**src/hdl/msc_pkg.sv**
```systemverilog
// Constants shared by the manual speed control block
`default_nettype none
package msc_pkg;
    // ****************************************
    // Clock and time base
    // ****************************************
    localparam int unsigned CLK_HZ = 125_000_000;
    localparam int unsigned SPEED_TICK_MS = 1;
    localparam int unsigned MS_CYCLES = CLK_HZ / 1000 * SPEED_TICK_MS;

    // ****************************************
    // Command codes and answer layout
    // ****************************************
    localparam logic [31:0] CMD_READ_MANUAL = 32'h6C746367;
    localparam logic [31:0] CMD_READ_CAL = 32'h6C616367;
    localparam int unsigned N_SPEEDS = 10;
    localparam int unsigned N_TIMEOUTS = N_SPEEDS - 1;
    localparam int unsigned MAN_RSV_BYTES = 9;
    localparam int unsigned CAL_RSV_BYTES = 88;
    localparam int unsigned CRC_BYTES = 2;
    localparam int unsigned MAN_OFS_SPEED = 4;
    localparam int unsigned MAN_OFS_FRAC = MAN_OFS_SPEED + 4 * N_SPEEDS;
    localparam int unsigned MAN_OFS_TIMEOUT = MAN_OFS_FRAC + N_SPEEDS;
    localparam int unsigned MAN_OFS_CLICK = MAN_OFS_TIMEOUT + 2 * N_TIMEOUTS;
    localparam int unsigned MAN_OFS_FLAGS = MAN_OFS_CLICK + 2;
    localparam int unsigned MAN_OFS_SHIFT = MAN_OFS_FLAGS + 2;
    localparam int unsigned MAN_OFS_SHIFT_FRAC = MAN_OFS_SHIFT + 4;
    localparam int unsigned MAN_BODY_BYTES = MAN_OFS_SHIFT_FRAC + 2 + MAN_RSV_BYTES;
    localparam int unsigned MAN_ANS_BYTES = MAN_BODY_BYTES + CRC_BYTES;
    localparam int unsigned CAL_OFS_SLOPE = 4;
    localparam int unsigned CAL_OFS_OFFSET = 8;
    localparam int unsigned CAL_BODY_BYTES = CAL_OFS_OFFSET + 4 + CAL_RSV_BYTES;
    localparam int unsigned CAL_ANS_BYTES = CAL_BODY_BYTES + CRC_BYTES;

    // ****************************************
    // Flags word fields
    // ****************************************
    localparam int unsigned FLAG_MODE_LSB = 0;
    localparam int unsigned FLAG_LEFT_OPEN = 2;
    localparam int unsigned FLAG_RIGHT_OPEN = 3;

    typedef enum logic [1:0] {
        MODE_OFF = 2'h0,
        MODE_STICK = 2'h1,
        MODE_BUTTONS = 2'h2,
        MODE_UNUSED = 2'h3
    } msc_mode_t;

    // ****************************************
    // Fixed-point scaling
    // ****************************************
    localparam int unsigned CAL_FRAC_BITS = 16;
    localparam int unsigned STICK_FRAC_BITS = 15;
    localparam logic [3:0] DIV_MAX = 4'h8;
endpackage
`default_nettype wire

```
**src/hdl/msc_speed_ramp.sv**
```systemverilog
// Speed ramp that walks the actual speed toward the target at a fixed rate
`default_nettype none
module msc_speed_ramp
    import msc_pkg::*;
(
    // Clock and reset
    input wire logic clock,
    input wire logic resetn,
    // Control
    input wire logic tick,
    input wire logic signed [31:0] target,
    input wire logic [31:0] stepPerTick,
    // Result
    output logic signed [31:0] actual_q
);
    logic signed [31:0] actual_d;
    logic signed [32:0] gap;

    always_comb begin
        gap = 33'(target) - 33'(actual_q);
        actual_d = actual_q;
        // Usual acceleration, never a jump to the new speed
        if (tick) begin
            if (gap > 33'(signed'({1'b0, stepPerTick}))) begin
                actual_d = 32'(actual_q + signed'(stepPerTick));
            end else if (-gap > 33'(signed'({1'b0, stepPerTick}))) begin
                actual_d = 32'(actual_q - signed'(stepPerTick));
            end else begin
                actual_d = target;
            end
        end
    end

    always_ff @(posedge clock or negedge resetn) begin
        if (!resetn) begin
            actual_q <= 32'sh0;
        end else begin
            actual_q <= actual_d;
        end
    end
endmodule
`default_nettype wire

```
**src/hdl/msc_manual_ctrl.sv**
```systemverilog
// Manual speed control: panel handling, settings read-back, current scaling
//
// Functional notes
// - Current is slope times ADC code plus offset
// - Calibration answer ends offset, 88 reserved, checksum
// - Manual settings read by code; answer echoes it
// - Shift reported as full steps plus fraction
// - Speed table with fraction companions for manual motion
// - Mode field: off, joystick, or buttons
// - Open-contact flags invert left and right buttons
// - Joystick full displacement seeks indexed table speed
// - Button click starts motion at first speed
// - After timeout i, move to entry i+1
// - Speed changes ramp, never jump
// - Manual answer ends 9 reserved, checksum
`default_nettype none
module msc_manual_ctrl
    import msc_pkg::*;
#(
    parameter int unsigned MS_CYCLES_P = MS_CYCLES,
    parameter int unsigned ADC_W = 12
) (
    // Clock and reset
    input wire logic clock,
    input wire logic resetn,
    // Manual control settings
    input wire logic [N_SPEEDS-1:0][31:0] speedTableFull,
    input wire logic [N_SPEEDS-1:0][7:0] speedTableFraction,
    input wire logic [N_TIMEOUTS-1:0][15:0] stepTimeoutMs,
    input wire logic [15:0] clickHoldLimit,
    input wire logic [15:0] controlFlags,
    input wire logic signed [31:0] shiftFullSteps,
    input wire logic signed [15:0] shiftFraction,
    input wire logic [3:0] stepDivisionSetting,
    input wire logic [31:0] accelPerMs,
    // Operator panel
    input wire logic leftContact,
    input wire logic rightContact,
    input wire logic signed [15:0] stickPosition,
    // Current calibration
    input wire logic signed [31:0] totalCurrentSlope,
    input wire logic signed [31:0] totalCurrentOffset,
    input wire logic [ADC_W-1:0] adcCode,
    input wire logic adcValid,
    // Host command stream
    input wire logic rxValid,
    input wire logic [7:0] rxByte,
    output logic rxReady_q,
    output logic txValid_q,
    output logic [7:0] txByte_q,
    input wire logic txReady,
    // Status
    output logic signed [31:0] targetSpeed_q,
    output logic signed [31:0] actualSpeed_q,
    output logic [3:0] speedIndex_q,
    output logic moving_q,
    output logic signed [31:0] totalCurrentMa_q,
    output logic signed [47:0] shiftMicrosteps_q
);
    if (N_SPEEDS < 2 || N_SPEEDS > 16 || MS_CYCLES_P < 1 || ADC_W > 30) begin : g_check
        $error("msc_manual_ctrl: unsupported parameter values");
    end

    // ****************************************
    // Settings read-back
    // ****************************************
    typedef enum logic [0:0] {
        HS_COLLECT = 1'b0,
        HS_SEND = 1'b1
    } msc_host_t;

    msc_host_t hostSt_q, hostSt_d;
    logic [1:0] rxCount_q, rxCount_d;
    logic [31:0] cmdWord_q, cmdWord_d;
    logic [31:0] fullWord;
    logic ansCal_q, ansCal_d;
    logic [6:0] ansIdx_q, ansIdx_d;
    logic [15:0] sum_q, sum_d;
    logic rxReady_d, txValid_d;
    logic [7:0] txByte_d;
    logic [8*MAN_BODY_BYTES-1:0] manBody;
    logic [8*CAL_BODY_BYTES-1:0] calBody;
    logic [6:0] ansLast;

    // Little-endian record images, taken live from the settings inputs
    always_comb begin
        manBody = '0;
        manBody[31:0] = CMD_READ_MANUAL;
        for (int i = 0; i < N_SPEEDS; i++) begin
            manBody[8*(MAN_OFS_SPEED+4*i) +: 32] = speedTableFull[i];
            manBody[8*(MAN_OFS_FRAC+i) +: 8] = speedTableFraction[i];
        end
        for (int i = 0; i < N_TIMEOUTS; i++) begin
            manBody[8*(MAN_OFS_TIMEOUT+2*i) +: 16] = stepTimeoutMs[i];
        end
        manBody[8*MAN_OFS_CLICK +: 16] = clickHoldLimit;
        manBody[8*MAN_OFS_FLAGS +: 16] = controlFlags;
        manBody[8*MAN_OFS_SHIFT +: 32] = shiftFullSteps;
        manBody[8*MAN_OFS_SHIFT_FRAC +: 16] = shiftFraction;
        calBody = '0;
        calBody[31:0] = CMD_READ_CAL;
        calBody[8*CAL_OFS_SLOPE +: 32] = totalCurrentSlope;
        calBody[8*CAL_OFS_OFFSET +: 32] = totalCurrentOffset;
    end

    function automatic logic [7:0] bodyByte(input logic cal, input logic [6:0] idx);
        logic [7:0] b;
        b = 8'h00;
        if (cal) begin
            b = calBody[{idx, 3'b000} +: 8];
        end else if (idx < 7'(MAN_BODY_BYTES)) begin
            b = manBody[{idx, 3'b000} +: 8];
        end
        return b;
    endfunction

    always_comb begin
        hostSt_d = hostSt_q;
        rxCount_d = rxCount_q;
        cmdWord_d = cmdWord_q;
        ansCal_d = ansCal_q;
        ansIdx_d = ansIdx_q;
        sum_d = sum_q;
        rxReady_d = rxReady_q;
        txValid_d = txValid_q;
        txByte_d = txByte_q;
        fullWord = {rxByte, cmdWord_q[31:8]};
        ansLast = ansCal_q ? 7'(CAL_ANS_BYTES - 1) : 7'(MAN_ANS_BYTES - 1);
        unique case (hostSt_q)
            HS_COLLECT: begin
                if (rxValid && rxReady_q) begin
                    cmdWord_d = fullWord;
                    rxCount_d = 2'(rxCount_q + 2'h1);
                    // Only a known code opens an answer; others are dropped
                    if (rxCount_q == 2'h3 && (fullWord == CMD_READ_MANUAL ||
                            fullWord == CMD_READ_CAL)) begin
                        hostSt_d = HS_SEND;
                        ansCal_d = (fullWord == CMD_READ_CAL);
                        ansIdx_d = 7'h00;
                        sum_d = 16'h0000;
                        rxReady_d = 1'b0;
                        txValid_d = 1'b1;
                        txByte_d = fullWord[7:0];
                    end
                end
            end
            HS_SEND: begin
                if (txReady) begin
                    ansIdx_d = 7'(ansIdx_q + 7'h01);
                    if (ansIdx_q < ansLast - 7'h01) begin
                        sum_d = 16'(sum_q + {8'h00, txByte_q});
                    end
                    if (ansIdx_q == ansLast) begin
                        hostSt_d = HS_COLLECT;
                        rxCount_d = 2'h0;
                        rxReady_d = 1'b1;
                        txValid_d = 1'b0;
                        txByte_d = 8'h00;
                    end else if (ansIdx_d == ansLast - 7'h01) begin
                        txByte_d = sum_d[7:0];
                    end else if (ansIdx_d == ansLast) begin
                        txByte_d = sum_q[15:8];
                    end else begin
                        txByte_d = bodyByte(ansCal_q, ansIdx_d);
                    end
                end
            end
        endcase
    end

    always_ff @(posedge clock or negedge resetn) begin
        if (!resetn) begin
            hostSt_q <= HS_COLLECT;
            rxCount_q <= 2'h0;
            cmdWord_q <= 32'h0000_0000;
            ansCal_q <= 1'b0;
            ansIdx_q <= 7'h00;
            sum_q <= 16'h0000;
            rxReady_q <= 1'b0;
            txValid_q <= 1'b0;
            txByte_q <= 8'h00;
        end else begin
            hostSt_q <= hostSt_d;
            rxCount_q <= rxCount_d;
            cmdWord_q <= cmdWord_d;
            ansCal_q <= ansCal_d;
            ansIdx_q <= ansIdx_d;
            sum_q <= sum_d;
            rxReady_q <= (hostSt_q == HS_COLLECT && !rxReady_q) ? 1'b1 : rxReady_d;
            txValid_q <= txValid_d;
            txByte_q <= txByte_d;
        end
    end

    // ****************************************
    // Panel and speed selection
    // ****************************************
    typedef enum logic [1:0] {
        BT_IDLE = 2'h0,
        BT_CLICK = 2'h1,
        BT_RUN = 2'h2
    } msc_button_t;

    msc_button_t btSt_q, btSt_d;
    logic [2:0] leftSync_q, leftSync_d, rightSync_q, rightSync_d;
    logic leftLevel_q, leftLevel_d, rightLevel_q, rightLevel_d;
    logic leftPushed, rightPushed, leftPushedOld_q, rightPushedOld_q;
    logic [31:0] tickCnt_q, tickCnt_d;
    logic msTick;
    logic [15:0] msCount_q, msCount_d;
    logic [3:0] btIdx_q, btIdx_d, stickIdx_q, stickIdx_d;
    logic dirRight_q, dirRight_d;
    msc_mode_t mode;
    logic [3:0] div;
    logic [31:0] stickSpeed, btSpeed;
    logic signed [48:0] stickProd;
    logic signed [31:0] target_d;
    logic [3:0] speedIndex_d;
    logic signed [47:0] shiftMicro_d;

    // Microstep speed for a table entry at the current division
    function automatic logic [31:0] microSpeed(input logic [3:0] idx, input logic [3:0] d);
        logic [39:0] s;
        logic [7:0] fracMask;
        fracMask = 8'(9'h001 << d) - 8'h01;
        s = 40'(speedTableFull[idx]) << d;
        s = s | 40'(speedTableFraction[idx] & fracMask);
        return (s > 40'h00_7FFF_FFFF) ? 32'h7FFF_FFFF : s[31:0];
    endfunction

    always_comb begin
        mode = msc_mode_t'(controlFlags[FLAG_MODE_LSB +: 2]);
        div = (stepDivisionSetting > DIV_MAX) ? DIV_MAX : stepDivisionSetting;
        // Three-stage sync; level moves only when the last two agree
        leftSync_d = {leftSync_q[1:0], leftContact};
        rightSync_d = {rightSync_q[1:0], rightContact};
        leftLevel_d = (leftSync_q[1] == leftSync_q[2]) ? leftSync_q[2] : leftLevel_q;
        rightLevel_d = (rightSync_q[1] == rightSync_q[2]) ? rightSync_q[2] : rightLevel_q;
        // Level high means contact closed
        leftPushed = controlFlags[FLAG_LEFT_OPEN] ? !leftLevel_q : leftLevel_q;
        rightPushed = controlFlags[FLAG_RIGHT_OPEN] ? !rightLevel_q : rightLevel_q;
        msTick = (tickCnt_q == 32'(MS_CYCLES_P - 1));
        tickCnt_d = msTick ? 32'h0000_0000 : 32'(tickCnt_q + 32'h1);
        btSt_d = btSt_q;
        msCount_d = msCount_q;
        btIdx_d = btIdx_q;
        stickIdx_d = stickIdx_q;
        dirRight_d = dirRight_q;
        if (mode == MODE_BUTTONS) begin
            unique case (btSt_q)
                BT_IDLE: begin
                    if (leftPushed != rightPushed) begin
                        btSt_d = BT_CLICK;
                        dirRight_d = rightPushed;
                        msCount_d = 16'h0000;
                    end
                end
                BT_CLICK: begin
                    if (leftPushed == rightPushed) begin
                        btSt_d = BT_IDLE;
                    end else if (msCount_q >= clickHoldLimit) begin
                        btSt_d = BT_RUN;
                        btIdx_d = 4'h0;
                        msCount_d = 16'h0000;
                    end else if (msTick) begin
                        msCount_d = 16'(msCount_q + 16'h1);
                    end
                end
                BT_RUN: begin
                    if (leftPushed == rightPushed) begin
                        btSt_d = BT_IDLE;
                    end else if (msTick) begin
                        msCount_d = 16'(msCount_q + 16'h1);
                        if (btIdx_q < 4'(N_SPEEDS - 1) &&
                                msCount_d >= stepTimeoutMs[btIdx_q]) begin
                            btIdx_d = 4'(btIdx_q + 4'h1);
                            msCount_d = 16'h0000;
                        end
                    end
                end
                default: begin
                    btSt_d = BT_IDLE;
                end
            endcase
        end else begin
            // Step timeouts have no effect outside button mode
            btSt_d = BT_IDLE;
            msCount_d = 16'h0000;
            if (mode == MODE_STICK) begin
                if (leftPushed && !leftPushedOld_q && stickIdx_q != 4'h0) begin
                    stickIdx_d = 4'(stickIdx_q - 4'h1);
                end else if (rightPushed && !rightPushedOld_q &&
                        stickIdx_q < 4'(N_SPEEDS - 1)) begin
                    stickIdx_d = 4'(stickIdx_q + 4'h1);
                end
            end
        end
        stickSpeed = microSpeed(stickIdx_q, div);
        btSpeed = microSpeed(btIdx_q, div);
        // Full displacement scales to the indexed speed
        stickProd = signed'({17'h0_0000, stickSpeed}) * 49'(stickPosition);
        target_d = 32'sh0;
        speedIndex_d = 4'h0;
        unique case (mode)
            MODE_STICK: begin
                target_d = 32'(stickProd >>> STICK_FRAC_BITS);
                speedIndex_d = stickIdx_q;
            end
            MODE_BUTTONS: begin
                if (btSt_q == BT_RUN) begin
                    target_d = dirRight_q ? signed'(btSpeed) : -signed'(btSpeed);
                end
                speedIndex_d = btIdx_q;
            end
            MODE_OFF, MODE_UNUSED: begin
                target_d = 32'sh0;
            end
        endcase
        shiftMicro_d = (48'(shiftFullSteps) <<< div) +
            48'(signed'(shiftFraction));
    end

    always_ff @(posedge clock or negedge resetn) begin
        if (!resetn) begin
            leftSync_q <= 3'h0;
            rightSync_q <= 3'h0;
            leftLevel_q <= 1'b0;
            rightLevel_q <= 1'b0;
            leftPushedOld_q <= 1'b0;
            rightPushedOld_q <= 1'b0;
            tickCnt_q <= 32'h0000_0000;
            btSt_q <= BT_IDLE;
            msCount_q <= 16'h0000;
            btIdx_q <= 4'h0;
            stickIdx_q <= 4'h0;
            dirRight_q <= 1'b0;
            targetSpeed_q <= 32'sh0;
            speedIndex_q <= 4'h0;
            moving_q <= 1'b0;
            shiftMicrosteps_q <= 48'sh0;
        end else begin
            leftSync_q <= leftSync_d;
            rightSync_q <= rightSync_d;
            leftLevel_q <= leftLevel_d;
            rightLevel_q <= rightLevel_d;
            leftPushedOld_q <= leftPushed;
            rightPushedOld_q <= rightPushed;
            tickCnt_q <= tickCnt_d;
            btSt_q <= btSt_d;
            msCount_q <= msCount_d;
            btIdx_q <= btIdx_d;
            stickIdx_q <= stickIdx_d;
            dirRight_q <= dirRight_d;
            targetSpeed_q <= target_d;
            speedIndex_q <= speedIndex_d;
            moving_q <= (actualSpeed_q != 32'sh0) || (target_d != 32'sh0);
            shiftMicrosteps_q <= shiftMicro_d;
        end
    end

    msc_speed_ramp u_ramp (
        .clock(clock),
        .resetn(resetn),
        .tick(msTick),
        .target(targetSpeed_q),
        .stepPerTick(accelPerMs),
        .actual_q(actualSpeed_q)
    );

    // ****************************************
    // Current scaling
    // ****************************************
    logic signed [63:0] currentProd;
    logic signed [31:0] current_d;

    always_comb begin
        currentProd = 64'(totalCurrentSlope) * 64'(signed'({1'b0, adcCode}));
        current_d = totalCurrentMa_q;
        if (adcValid) begin
            current_d = 32'((currentProd + 64'(totalCurrentOffset)) >>> CAL_FRAC_BITS);
        end
    end

    always_ff @(posedge clock or negedge resetn) begin
        if (!resetn) begin
            totalCurrentMa_q <= 32'sh0;
        end else begin
            totalCurrentMa_q <= current_d;
        end
    end
endmodule
`default_nettype wire

```
**config.mk**
```make
export PLATFORM = sky130hd
export DESIGN_NAME = msc_manual_ctrl
export DESIGN_NICKNAME = d
export VERILOG_FILES = /design/src/hdl/msc_pkg.sv /design/src/hdl/msc_speed_ramp.sv /design/src/hdl/msc_manual_ctrl.sv
export SDC_FILE = /design/constraint.sdc
export NUM_CORES = 2
export LEC_CHECK = 0
export BUFFER_PORTS_ARGS = -buffer_cell sky130_fd_sc_hd__buf_2
export CAP_MARGIN = 20
export CELL_PAD_IN_SITES_DETAIL_PLACEMENT = 0
export CELL_PAD_IN_SITES_GLOBAL_PLACEMENT = 1
export CORE_AREA = 5 5 273 542
export DETAILED_ROUTE_END_ITERATION = 8
export DIE_AREA = 0 0 278 547
export GPL_TIMING_DRIVEN = 0
export PLACE_DENSITY_LB_ADDON = 0.1
export SLEW_MARGIN = 10
export SYNTH_ARGS = -nofsm -noshare
export SYNTH_HDL_FRONTEND = slang
export SYNTH_SLANG_ARGS = --single-unit
```
**constraint.sdc**
```tcl
create_clock -name clock -period 18.7 [get_ports clock]
set_clock_uncertainty 0.15 [all_clocks]
set_input_delay 0.935 -clock clock [delete_from_list [all_inputs] [get_ports clock]]
set_output_delay 0.935 -clock clock [all_outputs]
set_load 0.01 [all_outputs]
```
==> results.py <==
metrics = {
    "placement": {
        "dp_hpwl_um": 340000,
        "place.gp.congestion": 1.22,
        "place_area_um2": 78600,
        "port_buffers": 922,
        "post-place-ws_ps": 3560,
    },
    "outcome": {
        "status": "finished with violations",
        "violations": "design-rule violations",
    },
    "global_routing": {
        "top_usage_layer": "met2",
        "use_met2": 0.748,
        "grt_pass1_vias": 71300,
        "overflow": 0,
        "antenna_found_initial": 345,
        "grtUsageTotal": 0.522,
        "met3_usage": 0.252,
        "use_met1": 0.549,
        "grt_max_degree": 88,
        "grt_first_pass_wirelength_um": 561000,
    },
    "cells_and_area": {
        "finalInstanceArea_um2": 80700,
        "final_util": 0.562,
        "drive_gt1_frac": 0.178,
        "areaGrowthSynthToFinish_pct": 13.4,
        "fin_nets": 11000,
    },
    "clocking": {
        "clockBufferDepth": 3,
        "cts.sinks": 277,
        "h-tree-depth": 1,
        "cts_root_buffer": "clkbuf_16",
        "cts_inserted_buffers": 30,
        "cts_tree": "done",
        "clk_latency_ps": 770,
        "clk_pin_slew_worst_paths_ps": 80,
        "cts_resized": 0,
        "post_cts_buffers": 0,
    },
    "worst_setup_path": {
        "worst_path_max_delay_cell": "o22ai_1",
        "reg2reg_depth": 38,
        "cp_slowest_stage_delay_ps": 1000,
        "cp-endpoint": "moving_q",
        "cp_max_fo": 10,
        "path_delay_family": "buffers and inverters",
        "worst-path-stages": 38,
        "path_common_cell": "fa_1",
        "r2r-end": "moving_q",
        "path_buf_inv": 10,
        "required_ps": 19130,
        "cp-startpoint": "stickIdx_q[0]",
        "rr_startpoint": "stickIdx_q[0]",
        "end_kind": "flip-flop",
        "cp.arrival_ps": 16400,
        "cp-start-kind": "flip-flop",
        "critPathKind": "flip-flop to flip-flop",
        "rrSetupSlack_ps": 2730,
    },
    "floorplanning": {
        "fp.dieArea_um2": 152000,
        "rows": 197,
        "die_y_um": 547,
        "start_util": 0.496,
        "io_pins": 926,
        "core_region_area_um2": 143000,
        "chipWidth_um": 278,
    },
    "drt": {
        "first_pass_iters": 9,
        "vias": 74700,
        "drc": 62,
        "wl_um": 408000,
        "vias_per_cell": 6.67,
        "drtIter0Drc": 10900,
        "ant_nets": 0,
        "wire_per_inst_um": 36.4,
    },
    "sta": {
        "tightest_slew_ps": 1330,
        "fin_crit_ps": 15970,
        "fin_ws_ps": 2730,
        "drv_slew": 0,
        "rsz0062_at_grt": "no",
        "max_slew_margin": 0.112,
        "setup-tns-final_ps": 0,
        "hold_viol": 0,
        "setup_viol": 0,
        "period_share": 0.854,
        "fmax_mhz": 62.6,
    },
    "synthesis": {
        "avgSynthCellArea_um2": 8.95,
        "yosys_warnings": 0,
        "async_flop_share": 1.00,
        "syn_area_um2": 71100,
        "synth_edf_count": 0,
        "syn-instance-count": 7949,
        "ys_ff_latch": 277,
        "seq_area_frac_synth": 0.0975,
        "yosysUniqueCellTypes": 105,
        "ys.flop_type": "dfrtp_1",
    },
    "flow_run": {
        "cap_violations": 0,
    },
    "worst_hold_path": {
        "hold_path_class": "input pin to flip-flop",
    },
}
timing repair:
item,CTS,global route
hold endpoints to repair,36,0
hold buffers,1,0
endpoints found under the setup margin,0,0
synth_stat cells (all sizes together) (161+ instances only):
cell / number / area share
a21oi: 317 / 0.022
nor2b: 161 / 0.014
dfrtp: 277 / 0.097
mux2i: 379 / 0.054
ha: 515 / 0.091
mux4: 306 / 0.097
nand2: 741 / 0.039
fa: 804 / 0.23
inv: 1034 / 0.055
nor2: 400 / 0.021
xnor2: 176 / 0.022
and2: 381 / 0.034
clkbuf: 366 / 0.019
o21ai: 266 / 0.019
area by class of cell:
| class | count | area (um^2) |
|---|---|---|
| buffer | 488 | 2040 |
| sequential | 277 | 6930 |
| clock buffer | 35 | 800 |
| tap | 1890 | 2360 |
| antenna | 310 | 776 |
| multi-input combinational | 6159 | 58400 |
| fill | 13900 | 62800 |
| timing repair buffer | 966 | 5160 |
| inverter | 1038 | 3900 |
| clock inverter | 21 | 272 |
routing by layer:
metal	vias up	share of wire
met4	40	0.14
li1	29800	-
met1	36300	0.31
met2	6161	0.41
met5	-	0.0011
met3	2350	0.14
metrics by stage:
stage               hold slack, ps  cells
floorplan                      181   7962
global route                   158  11100
finish                         179  11200
detailed placement             191  10800
CTS                            186  10900
global placement               187  10800
cell families after synthesis:
logic type | count (synthesis) | synth area share
simple gates | 2288 | 0.160
buf+inv | 1526 | 0.0832
compound gates | 1470 | 0.140
fa+ha+maj | 1321 | 0.317
mux | 812 | 0.171
flops | 277 | 0.0975
xor+xnor | 253 | 0.0312
other cells | 2 | 0.000106
how the worst min path moves through the flow:
stage | startpoint | to | slack [ps] | depth (start not counted)
detailed placement | leftSync_q[0] | leftSync_q[1] | 190 | 0
global placement | rightSync_q[0] | rightSync_q[1] | 190 | 0
floorplan | leftSync_q[0] | leftSync_q[1] | 180 | 0
global route | rightContact | rightSync_q[0] | 160 | 1
CTS | rightContact | rightSync_q[0] | 190 | 1
finish | rightContact | rightSync_q[0] | 180 | 1
placed cells by master (no fill, tap or decap), drive strengths merged, types with 87 or more instances in the layout:
cell type and n:
a21o 143, buf 1086, dfrtp 277, clkbuf 402, mux4 306, and2 381, xnor2 176, nand2b 112
a21oi 317, nor2 400, o21ai 266, ha 515, nor2b 161, fa 804, inv 1037, nand3 113
nor3 87, mux2i 379, mux2 127, nand2 741, diode 310
registers in the layout, summed over array words and instances (netlist names), 3 cells and up:
name               count
shiftMicrosteps_q     48
targetSpeed_q         32
tickCnt_q             32
u_ramp.actual_q       32
totalCurrentMa_q      30
cmdWord_q             24
msCount_q             16
sum_q                 16
txByte_q               8
ansIdx_q               7
btIdx_q                4
speedIndex_q           4
stickIdx_q             4
leftSync_q             3
rightSync_q            3
Power is not shown: default switching activity piles up to over one toggle a cycle in this logic, so the estimate is an artifact.
